File: config.mk
export PLATFORM = sky130hd
export DESIGN_NAME = cbl_bus_unit
export DESIGN_NICKNAME = d
export VERILOG_FILES = /design/src/hdl/cbl_fifo.v /design/src/hdl/cbl_bus_unit.v
export VERILOG_INCLUDE_DIRS = /design/src /design/src/hdl
export SDC_FILE = /design/constraint.sdc
export NUM_CORES = 1
export LEC_CHECK = 0
export CORE_AREA = 3 3 165 199
export DETAILED_ROUTE_END_ITERATION = 10
export DIE_AREA = 0 0 168 202
export DONT_BUFFER_PORTS = 1
export PLACE_DENSITY = 0.78
export RECOVER_POWER = 100
export SLEW_MARGIN = 20
export SYNTH_ARGS = -nofsm -noshare
export SYNTH_HDL_FRONTEND = slang
export SYNTH_SLANG_ARGS = --single-unit
File: constraint.sdc
create_clock -name ref_clk -period 5.3 [get_ports ref_clk]
set_input_delay 0.265 -clock ref_clk [delete_from_list [all_inputs] [get_ports ref_clk]]
set_output_delay 0.265 -clock ref_clk [all_outputs]
set_load 0.05 [all_outputs]
File: src/hdl/cbl_defines.vh
// constants for the locked byte-lane bus cycle unit
`ifndef CBL_DEFINES_VH
`define CBL_DEFINES_VH
// bus T states, one clock each
`define CBL_ST_TI 3'h0
`define CBL_ST_TP 3'h1
`define CBL_ST_T1 3'h2
`define CBL_ST_T2 3'h3
`define CBL_ST_T3 3'h4
`define CBL_ST_TW 3'h5
`define CBL_ST_T4 3'h6
// cycle status codes
`define CBL_CS_RDIO  3'h1
`define CBL_CS_WRIO  3'h2
`define CBL_CS_FETCH 3'h4
`define CBL_CS_RDMEM 3'h5
`define CBL_CS_WRMEM 3'h6
`define CBL_CS_IDLE  3'h7
// lock release: T states from start of last locked cycle
`define CBL_LOCK_REL 2'h3
// request fifo layout
`define CBL_FIFO_W     42
`define CBL_FIFO_D     8
`define CBL_F_LOCK     41
`define CBL_F_LAST     40
`define CBL_F_FETCH    39
`define CBL_F_IO       38
`define CBL_F_WRITE    37
`define CBL_F_WORD     36
`define CBL_F_ADDR_HI  35
`define CBL_F_ADDR_LO  16
`endif

File: src/hdl/cbl_fifo.v
// small synchronous fifo with valid/ready on both sides
module cbl_fifo #(
  parameter WIDTH = 42,
  parameter DEPTH = 8,
  parameter AW    = 3
) (
  input  wire             ref_clk,   // clock
  input  wire             rst_n,     // sync reset, low
  input  wire             inValid,   // write side valid
  output wire             inReady,   // not full
  input  wire [WIDTH-1:0] inData,    // write data
  output wire             outValid,  // not empty
  input  wire             outReady,  // read side takes head
  output wire [WIDTH-1:0] outData    // head entry
);
  reg [WIDTH-1:0] mem [0:DEPTH-1];
  reg [AW-1:0]    wrPtr;
  reg [AW-1:0]    rdPtr;
  reg [AW:0]      count;
  reg             full;
  reg             empty;
  wire            doWr = inValid & ~full;
  wire            doRd = outReady & ~empty;
  wire [AW:0]     next_count = count + {{AW{1'b0}}, doWr}
                              - {{AW{1'b0}}, doRd};
  assign inReady  = ~full;
  assign outValid = ~empty;
  assign outData  = mem[rdPtr];
  // storage write
  always @(posedge ref_clk) begin
    if (doWr) begin
      mem[wrPtr] <= inData;
    end
  end
  // pointers and honest flags
  always @(posedge ref_clk) begin
    if (!rst_n) begin
      wrPtr <= {AW{1'b0}};
      rdPtr <= {AW{1'b0}};
      count <= {(AW+1){1'b0}};
      full  <= 1'b0;
      empty <= 1'b1;
    end else begin
      if (doWr) begin
        wrPtr <= wrPtr + 1'b1;
      end
      if (doRd) begin
        rdPtr <= rdPtr + 1'b1;
      end
      count <= next_count;
      full  <= (next_count == DEPTH);
      empty <= (next_count == {(AW+1){1'b0}});
    end
  end
endmodule

File: src/hdl/cbl_bus_unit.v
// bus cycle engine: lock, coprocessor wait and byte-lane steering
`include "cbl_defines.vh"
module cbl_bus_unit (
  input  wire        ref_clk,           // 40 MHz clock
  input  wire        rst_n,             // sync reset, low
  input  wire        reqValid,          // bus request offered
  output wire        reqReady,          // request queue not full
  input  wire        reqWrite,          // 1 write, 0 read
  input  wire        reqWord,           // 1 word, 0 byte
  input  wire        reqIo,             // 1 io space
  input  wire        reqFetch,          // opcode prefetch
  input  wire        reqLast,           // last data cycle of instr
  input  wire [19:0] reqAddr,           // byte address
  input  wire [15:0] reqWrData,         // write data, byte in [7:0]
  input  wire        lockPrefix,        // lock prefix decoded, pulse
  input  wire        instrEnd,          // instruction retired, pulse
  input  wire        waitInstr,         // coproc wait decoded, pulse
  output reg         execStall,         // execution suspended
  input  wire        coprocIdle_n,      // pin, low when idle
  input  wire        holdReq,           // pin, hold request
  output reg         holdAck,           // hold acknowledge
  input  wire        dmaReq,            // internal dma wants bus
  output reg         dmaGrant,          // dma may run cycles
  input  wire        ready,             // pin, cycle may end
  input  wire [15:0] adIn,              // address/data pins in
  output reg  [15:0] adOut,             // address/data pins out
  output reg         adOe_n,            // low while driving ad
  output reg  [3:0]  addrHigh,          // upper address bits
  output reg         byteSelectLsb,     // address bit 0
  output reg         upperByteEnable_n, // upper lane enable, low
  output reg  [2:0]  cycleStatus,       // cycle status lines
  output reg         lock_n,            // bus lock, low
  output reg         rdValid,           // read data valid, pulse
  output reg  [15:0] rdData             // read result
);
  // pin synchronisers: stage one feeds stage two only
  reg [18:0] pinS1;
  reg [18:0] pinS2;
  always @(posedge ref_clk) begin
    if (!rst_n) begin
      pinS1 <= 19'h7_ffff;
      pinS2 <= 19'h7_ffff;
    end else begin
      pinS1 <= {coprocIdle_n, holdReq, ready, adIn};
      pinS2 <= pinS1;
    end
  end
  wire        idleSync  = ~pinS2[18];
  wire        holdSync  = pinS2[17];
  wire        readySync = pinS2[16];
  wire [15:0] adSync    = pinS2[15:0];

  // lock prefix arming; set wins over clear
  reg prefixArmed;
  always @(posedge ref_clk) begin
    if (!rst_n) begin
      prefixArmed <= 1'b0;
    end else if (lockPrefix) begin
      prefixArmed <= 1'b1;
    end else if (instrEnd) begin
      prefixArmed <= 1'b0;
    end
  end

  // coprocessor wait; new wait wins over idle clear
  always @(posedge ref_clk) begin
    if (!rst_n) begin
      execStall <= 1'b0;
    end else if (waitInstr) begin
      execStall <= 1'b1;
    end else if (idleSync) begin
      execStall <= 1'b0;
    end
  end

  // request queue in the data path
  wire [41:0] pushData;
  wire [41:0] head;
  wire        headValid;
  wire        pop;
  assign pushData = {prefixArmed & ~reqFetch,
                     reqLast, reqFetch, reqIo, reqWrite, reqWord,
                     reqAddr, reqWrData};
  cbl_fifo #(
    .WIDTH (`CBL_FIFO_W),
    .DEPTH (`CBL_FIFO_D),
    .AW    (3)
  ) u_fifo (
    .ref_clk  (ref_clk),
    .rst_n    (rst_n),
    .inValid  (reqValid),
    .inReady  (reqReady),
    .inData   (pushData),
    .outValid (headValid),
    .outReady (pop),
    .outData  (head)
  );

  // current cycle
  reg [2:0]  state;
  reg [2:0]  next_state;
  reg [19:0] curAddr;
  reg [15:0] curData;
  reg        curWrite;
  reg        curWord;
  reg        curIo;
  reg        curFetch;
  reg        curLock;
  reg        curLast;
  reg        splitFirst;   // first half of odd word
  reg        splitSecond;  // second half of odd word
  reg        endNext;      // this T3/Tw is the last
  reg        lockActive;
  reg [1:0]  relCnt;
  reg [7:0]  lowHalf;

  // start a new cycle only when no one else owns the bus
  wire headLock  = head[`CBL_F_LOCK];
  wire headFetch = head[`CBL_F_FETCH];
  wire startOk = headValid & ~holdAck & ~dmaGrant
                 & ~(lockActive & headFetch);
  assign pop = (state == `CBL_ST_TI) & startOk;
  wire holdNow = holdSync & ~lockActive & ~holdAck;
  wire dmaNow  = dmaReq & ~lockActive & ~dmaGrant;

  // cycle kind from the flags
  wire [1:0] kind = {curWrite, ~curWrite};
  reg  [2:0] activeCode;
  always @* begin
    if (curFetch) begin
      activeCode = `CBL_CS_FETCH;
    end else if (curIo) begin
      activeCode = curWrite ? `CBL_CS_WRIO : `CBL_CS_RDIO;
    end else begin
      activeCode = curWrite ? `CBL_CS_WRMEM : `CBL_CS_RDMEM;
    end
  end

  // lane choice for the half now being run
  wire oddHalf  = curAddr[0];
  wire wordBoth = curWord & ~curAddr[0] & ~splitSecond;
  wire useUpper = wordBoth | oddHalf;
  wire useLower = wordBoth | ~oddHalf;

  // state sequence
  always @* begin
    next_state = state;
    case (state)
      `CBL_ST_TI: begin
        if (pop) begin
          next_state = `CBL_ST_TP;
        end
      end
      `CBL_ST_TP: next_state = `CBL_ST_T1;
      `CBL_ST_T1: next_state = `CBL_ST_T2;
      `CBL_ST_T2: next_state = `CBL_ST_T3;
      `CBL_ST_T3: next_state = endNext ? `CBL_ST_T4 : `CBL_ST_TW;
      `CBL_ST_TW: next_state = endNext ? `CBL_ST_T4 : `CBL_ST_TW;
      `CBL_ST_T4: begin
        next_state = splitFirst ? `CBL_ST_TP : `CBL_ST_TI;
      end
      default: next_state = `CBL_ST_TI;
    endcase
  end

  // engine registers
  always @(posedge ref_clk) begin
    if (!rst_n) begin
      state       <= `CBL_ST_TI;
      curAddr     <= 20'h0_0000;
      curData     <= 16'h0000;
      curWrite    <= 1'b0;
      curWord     <= 1'b0;
      curIo       <= 1'b0;
      curFetch    <= 1'b0;
      curLock     <= 1'b0;
      curLast     <= 1'b0;
      splitFirst  <= 1'b0;
      splitSecond <= 1'b0;
      endNext     <= 1'b0;
      lowHalf     <= 8'h00;
    end else begin
      state <= next_state;
      if (pop) begin
        curAddr     <= head[`CBL_F_ADDR_HI:`CBL_F_ADDR_LO];
        curData     <= head[15:0];
        curWrite    <= head[`CBL_F_WRITE];
        curWord     <= head[`CBL_F_WORD];
        curIo       <= head[`CBL_F_IO];
        curFetch    <= headFetch;
        curLock     <= headLock;
        curLast     <= head[`CBL_F_LAST];
        splitFirst  <= head[`CBL_F_WORD] & head[`CBL_F_ADDR_LO];
        splitSecond <= 1'b0;
      end
      // ready decides at entry of T3 / Tw whether T4 follows
      if (next_state == `CBL_ST_T3 || next_state == `CBL_ST_TW) begin
        endNext <= readySync;
      end
      // odd word: move to next even byte after first half
      if (state == `CBL_ST_T4 && splitFirst) begin
        curAddr     <= curAddr + 20'h0_0001;
        splitFirst  <= 1'b0;
        splitSecond <= 1'b1;
      end
      if (state == `CBL_ST_T4 && !splitFirst) begin
        splitSecond <= 1'b0;
      end
      // first half of odd word read keeps its byte
      if (next_state == `CBL_ST_T4 && splitFirst) begin
        lowHalf <= adSync[15:8];
      end
    end
  end

  // values for the coming cycle, seen in the state before TP (TI or T4)
  wire [19:0] preAddr = (state == `CBL_ST_TI)
                        ? head[`CBL_F_ADDR_HI:`CBL_F_ADDR_LO]
                        : curAddr + 20'h0_0001;
  wire preWord  = (state == `CBL_ST_TI) ? head[`CBL_F_WORD] : 1'b0;
  wire preUpper = preAddr[0] | preWord;
  wire preWrite = (state == `CBL_ST_TI) ? head[`CBL_F_WRITE]
                                         : curWrite;
  wire preIo    = (state == `CBL_ST_TI) ? head[`CBL_F_IO] : curIo;
  wire preFetch = (state == `CBL_ST_TI) ? headFetch : curFetch;
  wire [2:0] statusPre = preFetch ? `CBL_CS_FETCH :
                         preIo    ? (preWrite ? `CBL_CS_WRIO
                                              : `CBL_CS_RDIO) :
                         (preWrite ? `CBL_CS_WRMEM : `CBL_CS_RDMEM);

  // status lines and upper byte enable, timed around T1 and T4
  always @(posedge ref_clk) begin
    if (!rst_n) begin
      cycleStatus       <= `CBL_CS_IDLE;
      upperByteEnable_n <= 1'b1;
      byteSelectLsb     <= 1'b0;
      addrHigh          <= 4'h0;
    end else begin
      if (next_state == `CBL_ST_TP) begin
        cycleStatus <= `CBL_CS_IDLE;
      end
      if (state == `CBL_ST_TP) begin
        cycleStatus <= cycleStatus;
      end
      if (next_state == `CBL_ST_T1) begin
        cycleStatus <= cycleStatus;
      end
      if ((state == `CBL_ST_T3 || state == `CBL_ST_TW) &&
          endNext) begin
        cycleStatus <= cycleStatus;
      end
      if (state == `CBL_ST_TP || next_state == `CBL_ST_TP) begin
        cycleStatus <= (next_state == `CBL_ST_TP) ? statusPre
                                                  : cycleStatus;
      end
      if ((next_state == `CBL_ST_T3 || next_state == `CBL_ST_TW)
          && readySync) begin
        cycleStatus <= `CBL_CS_IDLE;
      end
      if (next_state == `CBL_ST_TP) begin
        upperByteEnable_n <= ~preUpper;
        byteSelectLsb     <= preAddr[0];
        addrHigh          <= preAddr[19:16];
      end
    end
  end

  // address/data pins: address in T1, data in T2..T4
  always @(posedge ref_clk) begin
    if (!rst_n) begin
      adOut  <= 16'h0000;
      adOe_n <= 1'b1;
    end else begin
      case (next_state)
        `CBL_ST_T1: begin
          adOut  <= curAddr[15:0];
          adOe_n <= 1'b0;
        end
        `CBL_ST_T2: begin
          adOe_n <= ~curWrite;
          if (wordBoth) begin
            adOut <= curData;
          end else if (splitSecond) begin
            adOut <= {curData[15:8], curData[15:8]};
          end else begin
            adOut <= {curData[7:0], curData[7:0]};
          end
        end
        `CBL_ST_T3, `CBL_ST_TW, `CBL_ST_T4: begin
          adOut  <= adOut;
          adOe_n <= adOe_n;
        end
        default: begin
          adOut  <= adOut;
          adOe_n <= 1'b1;
        end
      endcase
    end
  end

  // read data from the used lane only
  always @(posedge ref_clk) begin
    if (!rst_n) begin
      rdValid <= 1'b0;
      rdData  <= 16'h0000;
    end else begin
      rdValid <= 1'b0;
      if (next_state == `CBL_ST_T4 && !curWrite && !splitFirst) begin
        rdValid <= 1'b1;
        if (wordBoth) begin
          rdData <= adSync;
        end else if (splitSecond) begin
          rdData <= {adSync[7:0], lowHalf};
        end else if (useUpper) begin
          rdData <= {8'h00, adSync[15:8]};
        end else begin
          rdData <= {8'h00, adSync[7:0]};
        end
      end
    end
  end

  // bus lock: on at T1 of first locked data cycle,
  // off three T states after the last one starts, waits or not
  always @(posedge ref_clk) begin
    if (!rst_n) begin
      lockActive <= 1'b0;
      lock_n     <= 1'b1;
      relCnt     <= 2'h0;
    end else begin
      if (next_state == `CBL_ST_T1 && curLock && !curFetch) begin
        lockActive <= 1'b1;
        lock_n     <= 1'b0;
        if (curLast && !splitFirst) begin
          relCnt <= `CBL_LOCK_REL;
        end
      end else if (relCnt != 2'h0) begin
        relCnt <= relCnt - 2'h1;
        if (relCnt == 2'h1) begin
          lockActive <= 1'b0;
          lock_n     <= 1'b1;
        end
      end
    end
  end

  // hold and dma grants, refused while locked
  always @(posedge ref_clk) begin
    if (!rst_n) begin
      holdAck  <= 1'b0;
      dmaGrant <= 1'b0;
    end else begin
      if (holdAck) begin
        holdAck <= holdSync;
      end else if (state == `CBL_ST_TI && !pop && !dmaGrant
                   && holdNow) begin
        holdAck <= 1'b1;
      end
      if (dmaGrant) begin
        dmaGrant <= dmaReq;
      end else if (state == `CBL_ST_TI && !pop && !holdAck
                   && !holdNow && dmaNow) begin
        dmaGrant <= 1'b1;
      end
    end
  end

  wire unusedKind = ^kind ^ useLower ^ activeCode[0] ^ preUpper;
endmodule

==> key figures, run 1 <==
Outcome
  • Status: complete, but fails checks
  • Failing checks: capacitance limit, slew limit

Floorplanning
  • Die Ht: roughly 200 um
  • Die span in x: around 170 um
  • FP Rows: 71
  • Core ar.: about 31000 um^2
  • Initial Util: 62.24%
  • Die area: 33940 um^2
  • Number of top-level pins: ~120

Clock network
  • Max Root-Sink Buffers: 3
  • Root buf cell: clkbuf_16
  • CTS tree: done
  • Number of H-tree levels: 2
  • CTS buffer count: 47
  • Setup repair bufs after CTS: 0
  • Worst-path clk slew: roughly 0.06 ns
  • Clock Latency Late Sink: around 0.57 ns
  • CTS sink cnt: 496

Worst setup path
  • Worst path depth: 4
  • Worst r2r dst: u_fifo.mem[6][6]
  • Critical Path Start: u_fifo.full
  • Max incr delay on CP: 1.77 ns
  • R2r setup slk: roughly 1.1 ns
  • Setup crit end: u_fifo.mem[6][6]
  • Worst Path Arrival: about 4.4 ns
  • WS Path Type: register to register
  • CP required: between 5 and 6 ns
  • Worst Setup End Kind: register
  • CP max FO: 34
  • CP Cell Sequence: nor2b_1, nand2_1, nor2_1, clkbuf_1
  • Worst r2r src: u_fifo.full
  • Crit path buf inv count: 1
  • Worst Setup Start Kind: register
  • CP top delay family: buffers and inverters
  • Worst Reg2Reg Path Length in Cells: 4
  • Critical Path Slowest Stage Cell: clkbuf_1

Logic synthesis
  • Compound-cell area share of the yosys netlist: 6.305%
  • Seq cells post-synth: slightly below 500
  • Simple-gate share of the synthesized area: under 10%
  • Syn nets: ~1300
  • Post-synth top area cell: edfxtp_1
  • Yosys top cell area share: just over 50%
  • Cell area after synthesis: 19410 um^2
  • Sequential fraction of the synthesis area: around 68%
  • Syn avg cell area: between 15 and 20 um^2
  • Largest family of logic cells by synthesized area: multiplexers
  • Syn Inst Count: 1255
  • Post-synthesis mux area share: 13.44%
  • Netlist cell types: 65
  • Xor/xnor share of the synthesized area: less than 1%
  • Most common cell in the synthesized netlist: edfxtp_1
  • Asr flop ratio synth: 0%
  • Adder-cell share of the synthesized area: 0.6834%
  • Most frequent cells after synthesis: edfxtp_1 (336), dfxtp_1 (160), nand2_1 (77), mux4_2 (75), nor2_1 (72)
  • Main area contributors after synthesis: edfxtp_1 (52%), dfxtp_1 (17%), mux4_2 (8.7%)
  • Dominant synthesized flop cell: edfxtp_1
  • Post-synth EDFFs: approximately 340
  • Synth warn: 0

Global routing
  • Global-route wire length before repair: roughly 64 mm
  • Grt total ovfl: 0
  • Largest net degree at the start of global routing: between 100 and 150
  • Vias in the first global route: about 11000
  • GRT Total Usage: between 20% and 30%
  • Antenna violations before repair: 2

STA
  • Crit share post-route: 80.18%
  • Crit path time final: roughly 4.2 ns
  • Unrepaired setup endpoints after global routing: false
  • Clock skew: 0.01888 ns
  • Min Hold Slack: ~0.035 ns
  • Slew @ Worst Pin: 3.317 ns
  • Final Hold Viols: 0
  • Final setup TNS: 0 ns
  • Fmax: around 240 MHz
  • Final setup viols: 0
  • Slew Viols, Final: 369
  • Slew HR: -121.1%

Routing
  • DRT iter0 DRCs: slightly below 1000
  • DRC violations left: 0
  • Via count: about 11000
  • Detail Route Antenna Nets: 0
  • Avg WL per Cell: 23.80 um
  • Via/cell ratio: 6.225
  • Detailed Route WL: 41.51 mm
  • DR pass1 iterations: 6

Job
  • # Max-Cap Violations: 9

Placement
  • Final HPWL DP: 23.21 mm
  • Port bufs: 0
  • RePlAce Congestion: roughly 0.83
  • Placed insts: about 1600

Worst hold path
  • Hold Crit Class: input pin to register

Cells and area
  • Share of cells above drive strength 1: 12.67%
  • FF+latch area: around 13000 um^2
  • Nets: approximately 1400
  • Area of the multi-input gates: around 5600 um^2
  • Cell Count, Final, Fillers Out: about 1700
  • Area Overhead vs Synth: 12.35%
  • Number of fill cells in the layout: about 2000

Pwr
  • LEAKAGE: 0.007222 uW
  • Power Density: between 500 and 600 nW/um^2
  • Peak supply drop: ~470 uV
==> per-layer routing <==
metal | wire length, um | GRT usage (%) | part of all wire, %
met5 | 7 | 0 | 0.017
met4 | 1478 | 8.565 | 3.6
met3 | 2322 | 4.480 | 5.6
met2 | 21050 | 41.51 | 51
met1 | 16640 | 32.30 | 40
==> kinds of logic after synthesis <==
logic type,Yosys count
AO/OA/AOI/OAI,172
flip-flops,496
XOR/XNOR,13
buffers and inverters,108
multiplexers,154
AND/OR/NAND/NOR,302
adder cells (fa/ha/maj),10
==> placed cells by master (no fill, tap or decap), drive strengths merged, types with 5 or more instances in the layout <==
| master | instances |
|---|---|
| nor3 | 23 |
| nand4 | 8 |
| a31oi | 6 |
| nand2b | 47 |
| bufinv | 5 |
| inv | 26 |
| edfxtp | 336 |
| mux2 | 9 |
| a21oi | 38 |
| mux4 | 82 |
| and3 | 6 |
| nand2 | 77 |
| nand3 | 20 |
| nor2 | 72 |
| o22ai | 7 |
| dfxtp | 160 |
| dlygate4sd3 | 66 |
| o311a | 8 |
| mux2i | 63 |
| xor2 | 5 |
| and4 | 5 |
| o21a | 7 |
| and2 | 7 |
| a211oi | 24 |
| o21ai | 32 |
| or3 | 19 |
| clkinv | 19 |
| clkbuf | 69 |
| xnor2 | 8 |
| nor2b | 9 |
| ha | 9 |
| buf | 7 |
| a32o | 16 |
==> final cells by class <==
class / instances / area share (%)
multi-input combinational: 651 / 25.64
inverter: 25 / 0.4304
timing repair buffer: 83 / 3.460
clock buffer: 59 / 5.893
antenna: 1 / 0.01148
tap: 401 / 2.301
sequential: 496 / 61.01
clock inverter: 28 / 1.257
==> how the worst min path moves through the flow <==
stage	start	to	slack [ns]	cells past startpoint
global placement	rst_n	pinS1[12]	0.35	1
CTS	rst_n	addrHigh[1]	0.01	3
detailed placement	rst_n	pinS2[0]	0.35	1
floorplan	reqWrData[0]	u_fifo.mem[0][0]	0.36	0
finish	rst_n	addrHigh[1]	0.03	3
global route	rst_n	curAddr[17]	0.02	3
==> state kept, by name (all words and copies together), names as in the netlist, 3 cells and up, named ones only <==
name	cells
pinS1	19
rdData	16
state	3
addrHigh	4
cycleStatus	3
u_fifo.mem	336
pinS2	19
curAddr	20
u_fifo.count	4
curData	16
lowHalf	8
u_fifo.wrPtr	3
adOut	16
u_fifo.rdPtr	3
==> metrics by stage <==
step           utilization [%]  area [um^2]  worst slack, ns  power (uW)
2_1_floorplan                -        19410            1.171        7235
3_3_place_gp             63.04        19660            1.807        7680
3_5_place_dp             63.04        19660            1.718        7767
4_1_cts                  70.23        21900            1.685       11210
5_1_grt                  69.93        21800           0.7135       11650
6_report                 69.93        21800            1.050       11140
==> worst reg2reg max path, stage by stage (launching register included) <==
cell and delay, ns:
dfxtp_1 0.32, nor2b_1 0.44, nand2_1 0.24, nor2_1 1.01, clkbuf_1 1.77
==> timing repair <==
| item | 4_1_cts | 5_1_grt |
|---|---|---|
| resized for setup | 0 | 0 |
| hold buffers | 67 | 0 |
| hold endpoints to repair | 390 | 0 |
==> power breakdown <==
group | internal (uW) | leakage, uW | switching, uW
Sequential | 4620 | 0.00437 | 801
Clock | 1960 | 0.000767 | 1390
Combinational | 1060 | 0.00209 | 1310
Total | 7640 | 0.00722 | 3490
No activity file was read; power rests on OpenSTA's default activity.
==> inputs of run 2 (changes only) <==
- clock period: 5.3 -> 4.1 ns (I/O delays scaled with it)
==> key figures, run 2 (synthesis results as in run 1) <==
Worst setup path
  • CP max FO: 56
  • CP required: ~4.6 ns
  • Critical Path Start: rst_n
  • Critical Path Slowest Stage Cell: clkbuf_1
  • WS Path Type: input pin to register
  • Worst Path Arrival: between 3 and 4 ns
  • Max incr delay on CP: about 1.9 ns
  • Setup crit end: addrHigh[2]
  • Worst Setup End Kind: register
  • Worst r2r dst: u_fifo.empty
  • R2r setup slk: about 1.0 ns
  • Crit path buf inv count: 2
  • CP top delay family: buffers and inverters
  • CP Cell Sequence: dlygate4sd3_1, clkbuf_1, o221ai_1, o32ai_1, o21a_1
  • Worst Setup Start Kind: input pin
  • Worst Reg2Reg Path Length in Cells: 11
  • Worst path depth: 5

Floorplanning
  • Number of top-level pins: approximately 120
  • Die Ht: between 200 and 250 um
  • Core ar.: between 30000 and 40000 um^2
  • Die span in x: between 150 and 200 um
  • Die area: around 34000 um^2
  • Initial Util: between 60% and 70%
  • FP Rows: around 70

STA
  • Fmax: between 200 and 300 MHz
  • Slew Viols, Final: about 160
  • Crit share post-route: 82.05%
  • Slew @ Worst Pin: approximately 2.6 ns
  • Final setup TNS: 0 ns
  • Crit path time final: 3.364 ns
  • Slew HR: -73.67%
  • Unrepaired setup endpoints after global routing: false
  • Final Hold Viols: 0
  • Final setup viols: 0
  • Clock skew: 0.02328 ns

Job
  • # Max-Cap Violations: 4

Cells and area
  • Post-layout util: a little over two thirds
  • Nets: approximately 1400
  • Biggest regs: u_fifo.mem: 336 flops, curAddr: 20 flops
  • Largest register by flop count: u_fifo.mem
  • Most common cell after layout, fill and taps aside: edfxtp_1
  • Max reg flops: 336
  • # diodes: 0
  • Post-route cell area: roughly 22000 um^2
  • Area Overhead vs Synth: 13.40%
  • Share of cells above drive strength 1: 14.12%
  • Commonest non-fill, non-tap cells in the layout: edfxtp_1 (336), dfxtp_1 (157), nand2_1 (77)

Pwr
  • Peak supply drop: between 500 and 600 uV
  • Power Density: between 600 and 700 nW/um^2
  • LEAKAGE: between 0.007 and 0.008 uW
  • Final Power: around 15000 uW

Placement
  • Final HPWL DP: ~24 mm
  • Port bufs: 0
  • Placed instance area: ~20000 um^2
  • RePlAce Congestion: 0.8593

Routing
  • Detail Route Antenna Nets: 0
  • DRC violations left: 0
  • DR pass1 iterations: 5
  • Via count: about 11000
  • Via/cell ratio: about 6.3
  • Avg WL per Cell: roughly 24 um
  • DRT iter0 DRCs: ~1200
  • Detailed Route WL: between 40 and 50 mm

Clock network
  • CTS tree: done
  • Number of H-tree levels: 2
  • Worst-path clk slew: roughly 0.07 ns
  • Max Root-Sink Buffers: 3
  • Clock Latency Late Sink: 0.58 ns
  • CTS buffer count: 46
  • Setup repair bufs after CTS: 0
  • CTS sink cnt: 496
  • Root buf cell: clkbuf_16

Outcome
  • Failing checks: capacitance limit, slew limit
  • Status: complete, but fails checks

Worst hold path
  • Hold Crit Class: input pin to register

Global routing
  • Grt total ovfl: 0
  • Largest net degree at the start of global routing: between 100 and 150
  • Global-route wire length before repair: 63.94 mm
  • GRT Total Usage: between 20% and 30%
  • Vias in the first global route: ~11000
  • Antenna violations before repair: 0
[run 2: area by class of cell]
class	count	area (um^2)
flip-flops and latches	496	13300
fillers	1929	9174
multi-input cells	651	5627
clock buffers	58	1269
repair buffers	89	830.8
well taps	401	501.7
clock inverters	27	382.9
inverters	25	95.09
[run 2: layer usage]
metal / part of all wire, % / global-route usage [%]
met4: 2.7 / 7.395
met1: 39 / 31.50
met3: 5.9 / 4.245
met2: 52 / 42.47
met5: 0 / 0
[run 2: report_power, final]
group          internal (uW)  total, uW  switching (uW)  leakage, uW
Sequential              5960       6950             991      0.00437
Clock                   2720       4570            1840     0.000795
Combinational           1380       3110            1730      0.00213
Total                  10100      14600            4560      0.00729
[run 2: through the flow]
stage,setup WS [ns],hold slack [ns],std cells
6_report,0.7361,0.07285,1747
5_1_grt,0.5475,0.1022,1747
4_1_cts,1.080,0.06143,1747
3_5_place_dp,1.094,0.2864,1595
3_3_place_gp,1.130,0.2869,1595
2_1_floorplan,1.010,0.3039,1255
[run 2: worst min-delay path by stage]
stage,slack (ns),startpoint,to,cells after the start
finish,0.07,reqValid,u_fifo.wrPtr[0],3
global route,0.10,reqValid,u_fifo.wrPtr[0],3
CTS,0.06,reqValid,u_fifo.wrPtr[0],3
detailed placement,0.29,rst_n,pinS1[12],1
global placement,0.29,rst_n,pinS1[12],1
floorplan,0.30,reqWrData[0],u_fifo.mem[0][0],0
[run 2: worst register-to-register path, stage by stage, from the launching register on]
cell	delay, ns
dfxtp_4	0.64
mux2_1	0.38
a2bb2oi_1	0.16
a31o_2	0.26
inv_1	0.08
ha_1	0.13
inv_1	0.04
ha_1	0.22
fa_1	0.42
xor2_1	0.18
or3_1	0.33
o21ai_0	0.13
[run 2: what timing repair did]
| action | in CTS | in global routing |
|---|---|---|
| hold buffers | 67 | 0 |
| gates resized for setup | 0 | 0 |
| hold endpoints to repair | 394 | 0 |
==> inputs of run 3 (changes only) <==
- clock period: 4.1 -> 3.3 ns (I/O delays scaled with it)
==> key figures, run 3 (synthesis results as in run 1) <==
Floorplanning
  • Core ar.: between 30000 and 40000 um^2
  • Die span in x: about 170 um
  • Die Ht: between 200 and 250 um
  • FP Rows: 71
  • Initial Util: roughly 62%
  • Number of top-level pins: between 100 and 150
  • Die area: ~34000 um^2

Clock network
  • Setup repair bufs after CTS: 0
  • Post-cts resize count: 0
  • Root buf cell: clkbuf_16
  • Clock Latency Late Sink: 0.56 ns
  • Number of H-tree levels: 2
  • Worst-path clk slew: about 0.06 ns
  • Max Root-Sink Buffers: 3
  • CTS sink cnt: just under 500
  • Hold Buf Count CTS: 66
  • CTS buffer count: 46
  • CTS tree: done

Global routing
  • Global-route wire length before repair: roughly 63 mm
  • Vias in the first global route: between 10000 and 15000
  • GRT Total Usage: 23.91%
  • Antenna violations before repair: 1
  • Grt total ovfl: 0
  • Largest net degree at the start of global routing: 103

Cells and area
  • Share of cells above drive strength 1: 12.94%
  • Number of fill cells in the layout: around 2000
  • Most common cell after layout, fill and taps aside: edfxtp_1
  • Max reg flops: ~340
  • Biggest regs: u_fifo.mem: 336 flops, curAddr: 20 flops
  • Nets: 1388
  • Area of the multi-input gates: 5649 um^2
  • Cell Count, Final, Fillers Out: around 1700
  • Commonest non-fill, non-tap cells in the layout: edfxtp_1 (336), dfxtp_1 (158), nand2_1 (77)
  • Largest register by flop count: u_fifo.mem
  • Area Overhead vs Synth: 11.88%
  • FF+latch area: approximately 13000 um^2

Routing
  • DR top layer: met4
  • Avg WL per Cell: around 23 um
  • Via/cell ratio: 6.267
  • Via count: about 11000
  • DR pass1 iterations: 5
  • Met3 wire length: 2.363 mm
  • Wl on met1: about 16 mm
  • DRC violations left: 0
  • Detail Route Antenna Nets: 0
  • DR WL met2: approximately 21 mm
  • Detailed Route WL: ~41 mm
  • DRT iter0 DRCs: between 1000 and 1500

Worst hold path
  • Hold Crit Class: input pin to register

Worst setup path
  • WS Path Type: register to register
  • Worst Path Arrival: 3.45 ns
  • Max incr delay on CP: approximately 0.8 ns
  • Worst Setup End Kind: register
  • Critical Path Slowest Stage Cell: clkbuf_4
  • CP max FO: 55
  • CP Cell Sequence: buf_4, clkbuf_4, mux4_2, mux2i_1, o21ai_0, a32oi_1
  • CP required: about 3.8 ns
  • Worst Setup Start Kind: register

STA
  • Fmax: about 340 MHz
  • Unrepaired setup endpoints after global routing: false
  • Slew Viols, Final: approximately 130
  • Slew HR: -4.101%
  • Slew @ Worst Pin: about 1.6 ns
  • Clock skew: 0.02751 ns
  • Final setup viols: 0
  • Final setup TNS: 0 ns
  • Crit path time final: roughly 3 ns
  • Final Hold Viols: 0
  • Crit share post-route: about nine tenths

Pwr
  • Power Density: 796.5 nW/um^2
  • Peak supply drop: roughly 700 uV
  • LEAKAGE: roughly 0.0072 uW

Outcome
  • Failing checks: capacitance limit, slew limit
  • Status: complete, but fails checks

Job
  • # Max-Cap Violations: 3

Placement
  • Placed insts: ~1600
  • Final HPWL DP: roughly 23 mm
  • Port bufs: 0
  • RePlAce Congestion: about 0.80
[run 3: final cells by class]
cell class / instances / area share, %
flip-flops and latches: 496 / 61.25
multi-input cells: 651 / 26.02
clock buffers: 60 / 5.636
repair buffers: 91 / 3.832
well taps: 401 / 2.311
clock inverters: 22 / 0.5129
inverters: 25 / 0.4322
diodes: 1 / 0.01153
[run 3: final timing paths]
path	cells past startpoint	slack, ns	startpoint	endpoint
max	6	0.33	register	cycleStatus[2]
max reg2reg	6	0.33	register	cycleStatus[2]
min	3	0.06	reqValid	u_fifo.wrPtr[0]
min reg2reg	1	0.41	pinS1[14]	pinS2[14]
[run 3: through the flow]
stage / worst slack (ns) / utilization, % / hold slack [ns] / total power [uW] / instance area [um^2]
global placement: 0.5286 / 63.66 / 0.2454 / 12470 / 19850
finish: 0.3270 / 69.63 / 0.06485 / 17290 / 21710
global route: 0.1687 / 69.63 / 0.07772 / 18080 / 21710
detailed placement: 0.4986 / 63.66 / 0.2465 / 12580 / 19850
floorplan: 0.2099 / - / 0.2639 / 11620 / 19420
CTS: 0.4776 / 70.09 / 0.04161 / 17430 / 21860
[run 3: worst max-delay path: cells and delay by family (launching register included)]
kind	cells	cell delay, ns
buffers and inverters	2	1.25
multiplexers	2	0.78
flip-flops	1	0.38
AO/OA/AOI/OAI	2	0.45
[run 3: layer usage]
| layer | vias up | GRT usage, % |
|---|---|---|
| li1 | 4954 | - |
| met3 | 71 | 4.617 |
| met5 | - | 0 |
| met4 | 0 | 8.185 |
| met2 | 355 | 40.82 |
| met1 | 5569 | 31.08 |
[run 3: where the power goes]
part	switching (uW)	internal, uW
clock network	2130	2610
registers	1140	7410
logic	2280	1720
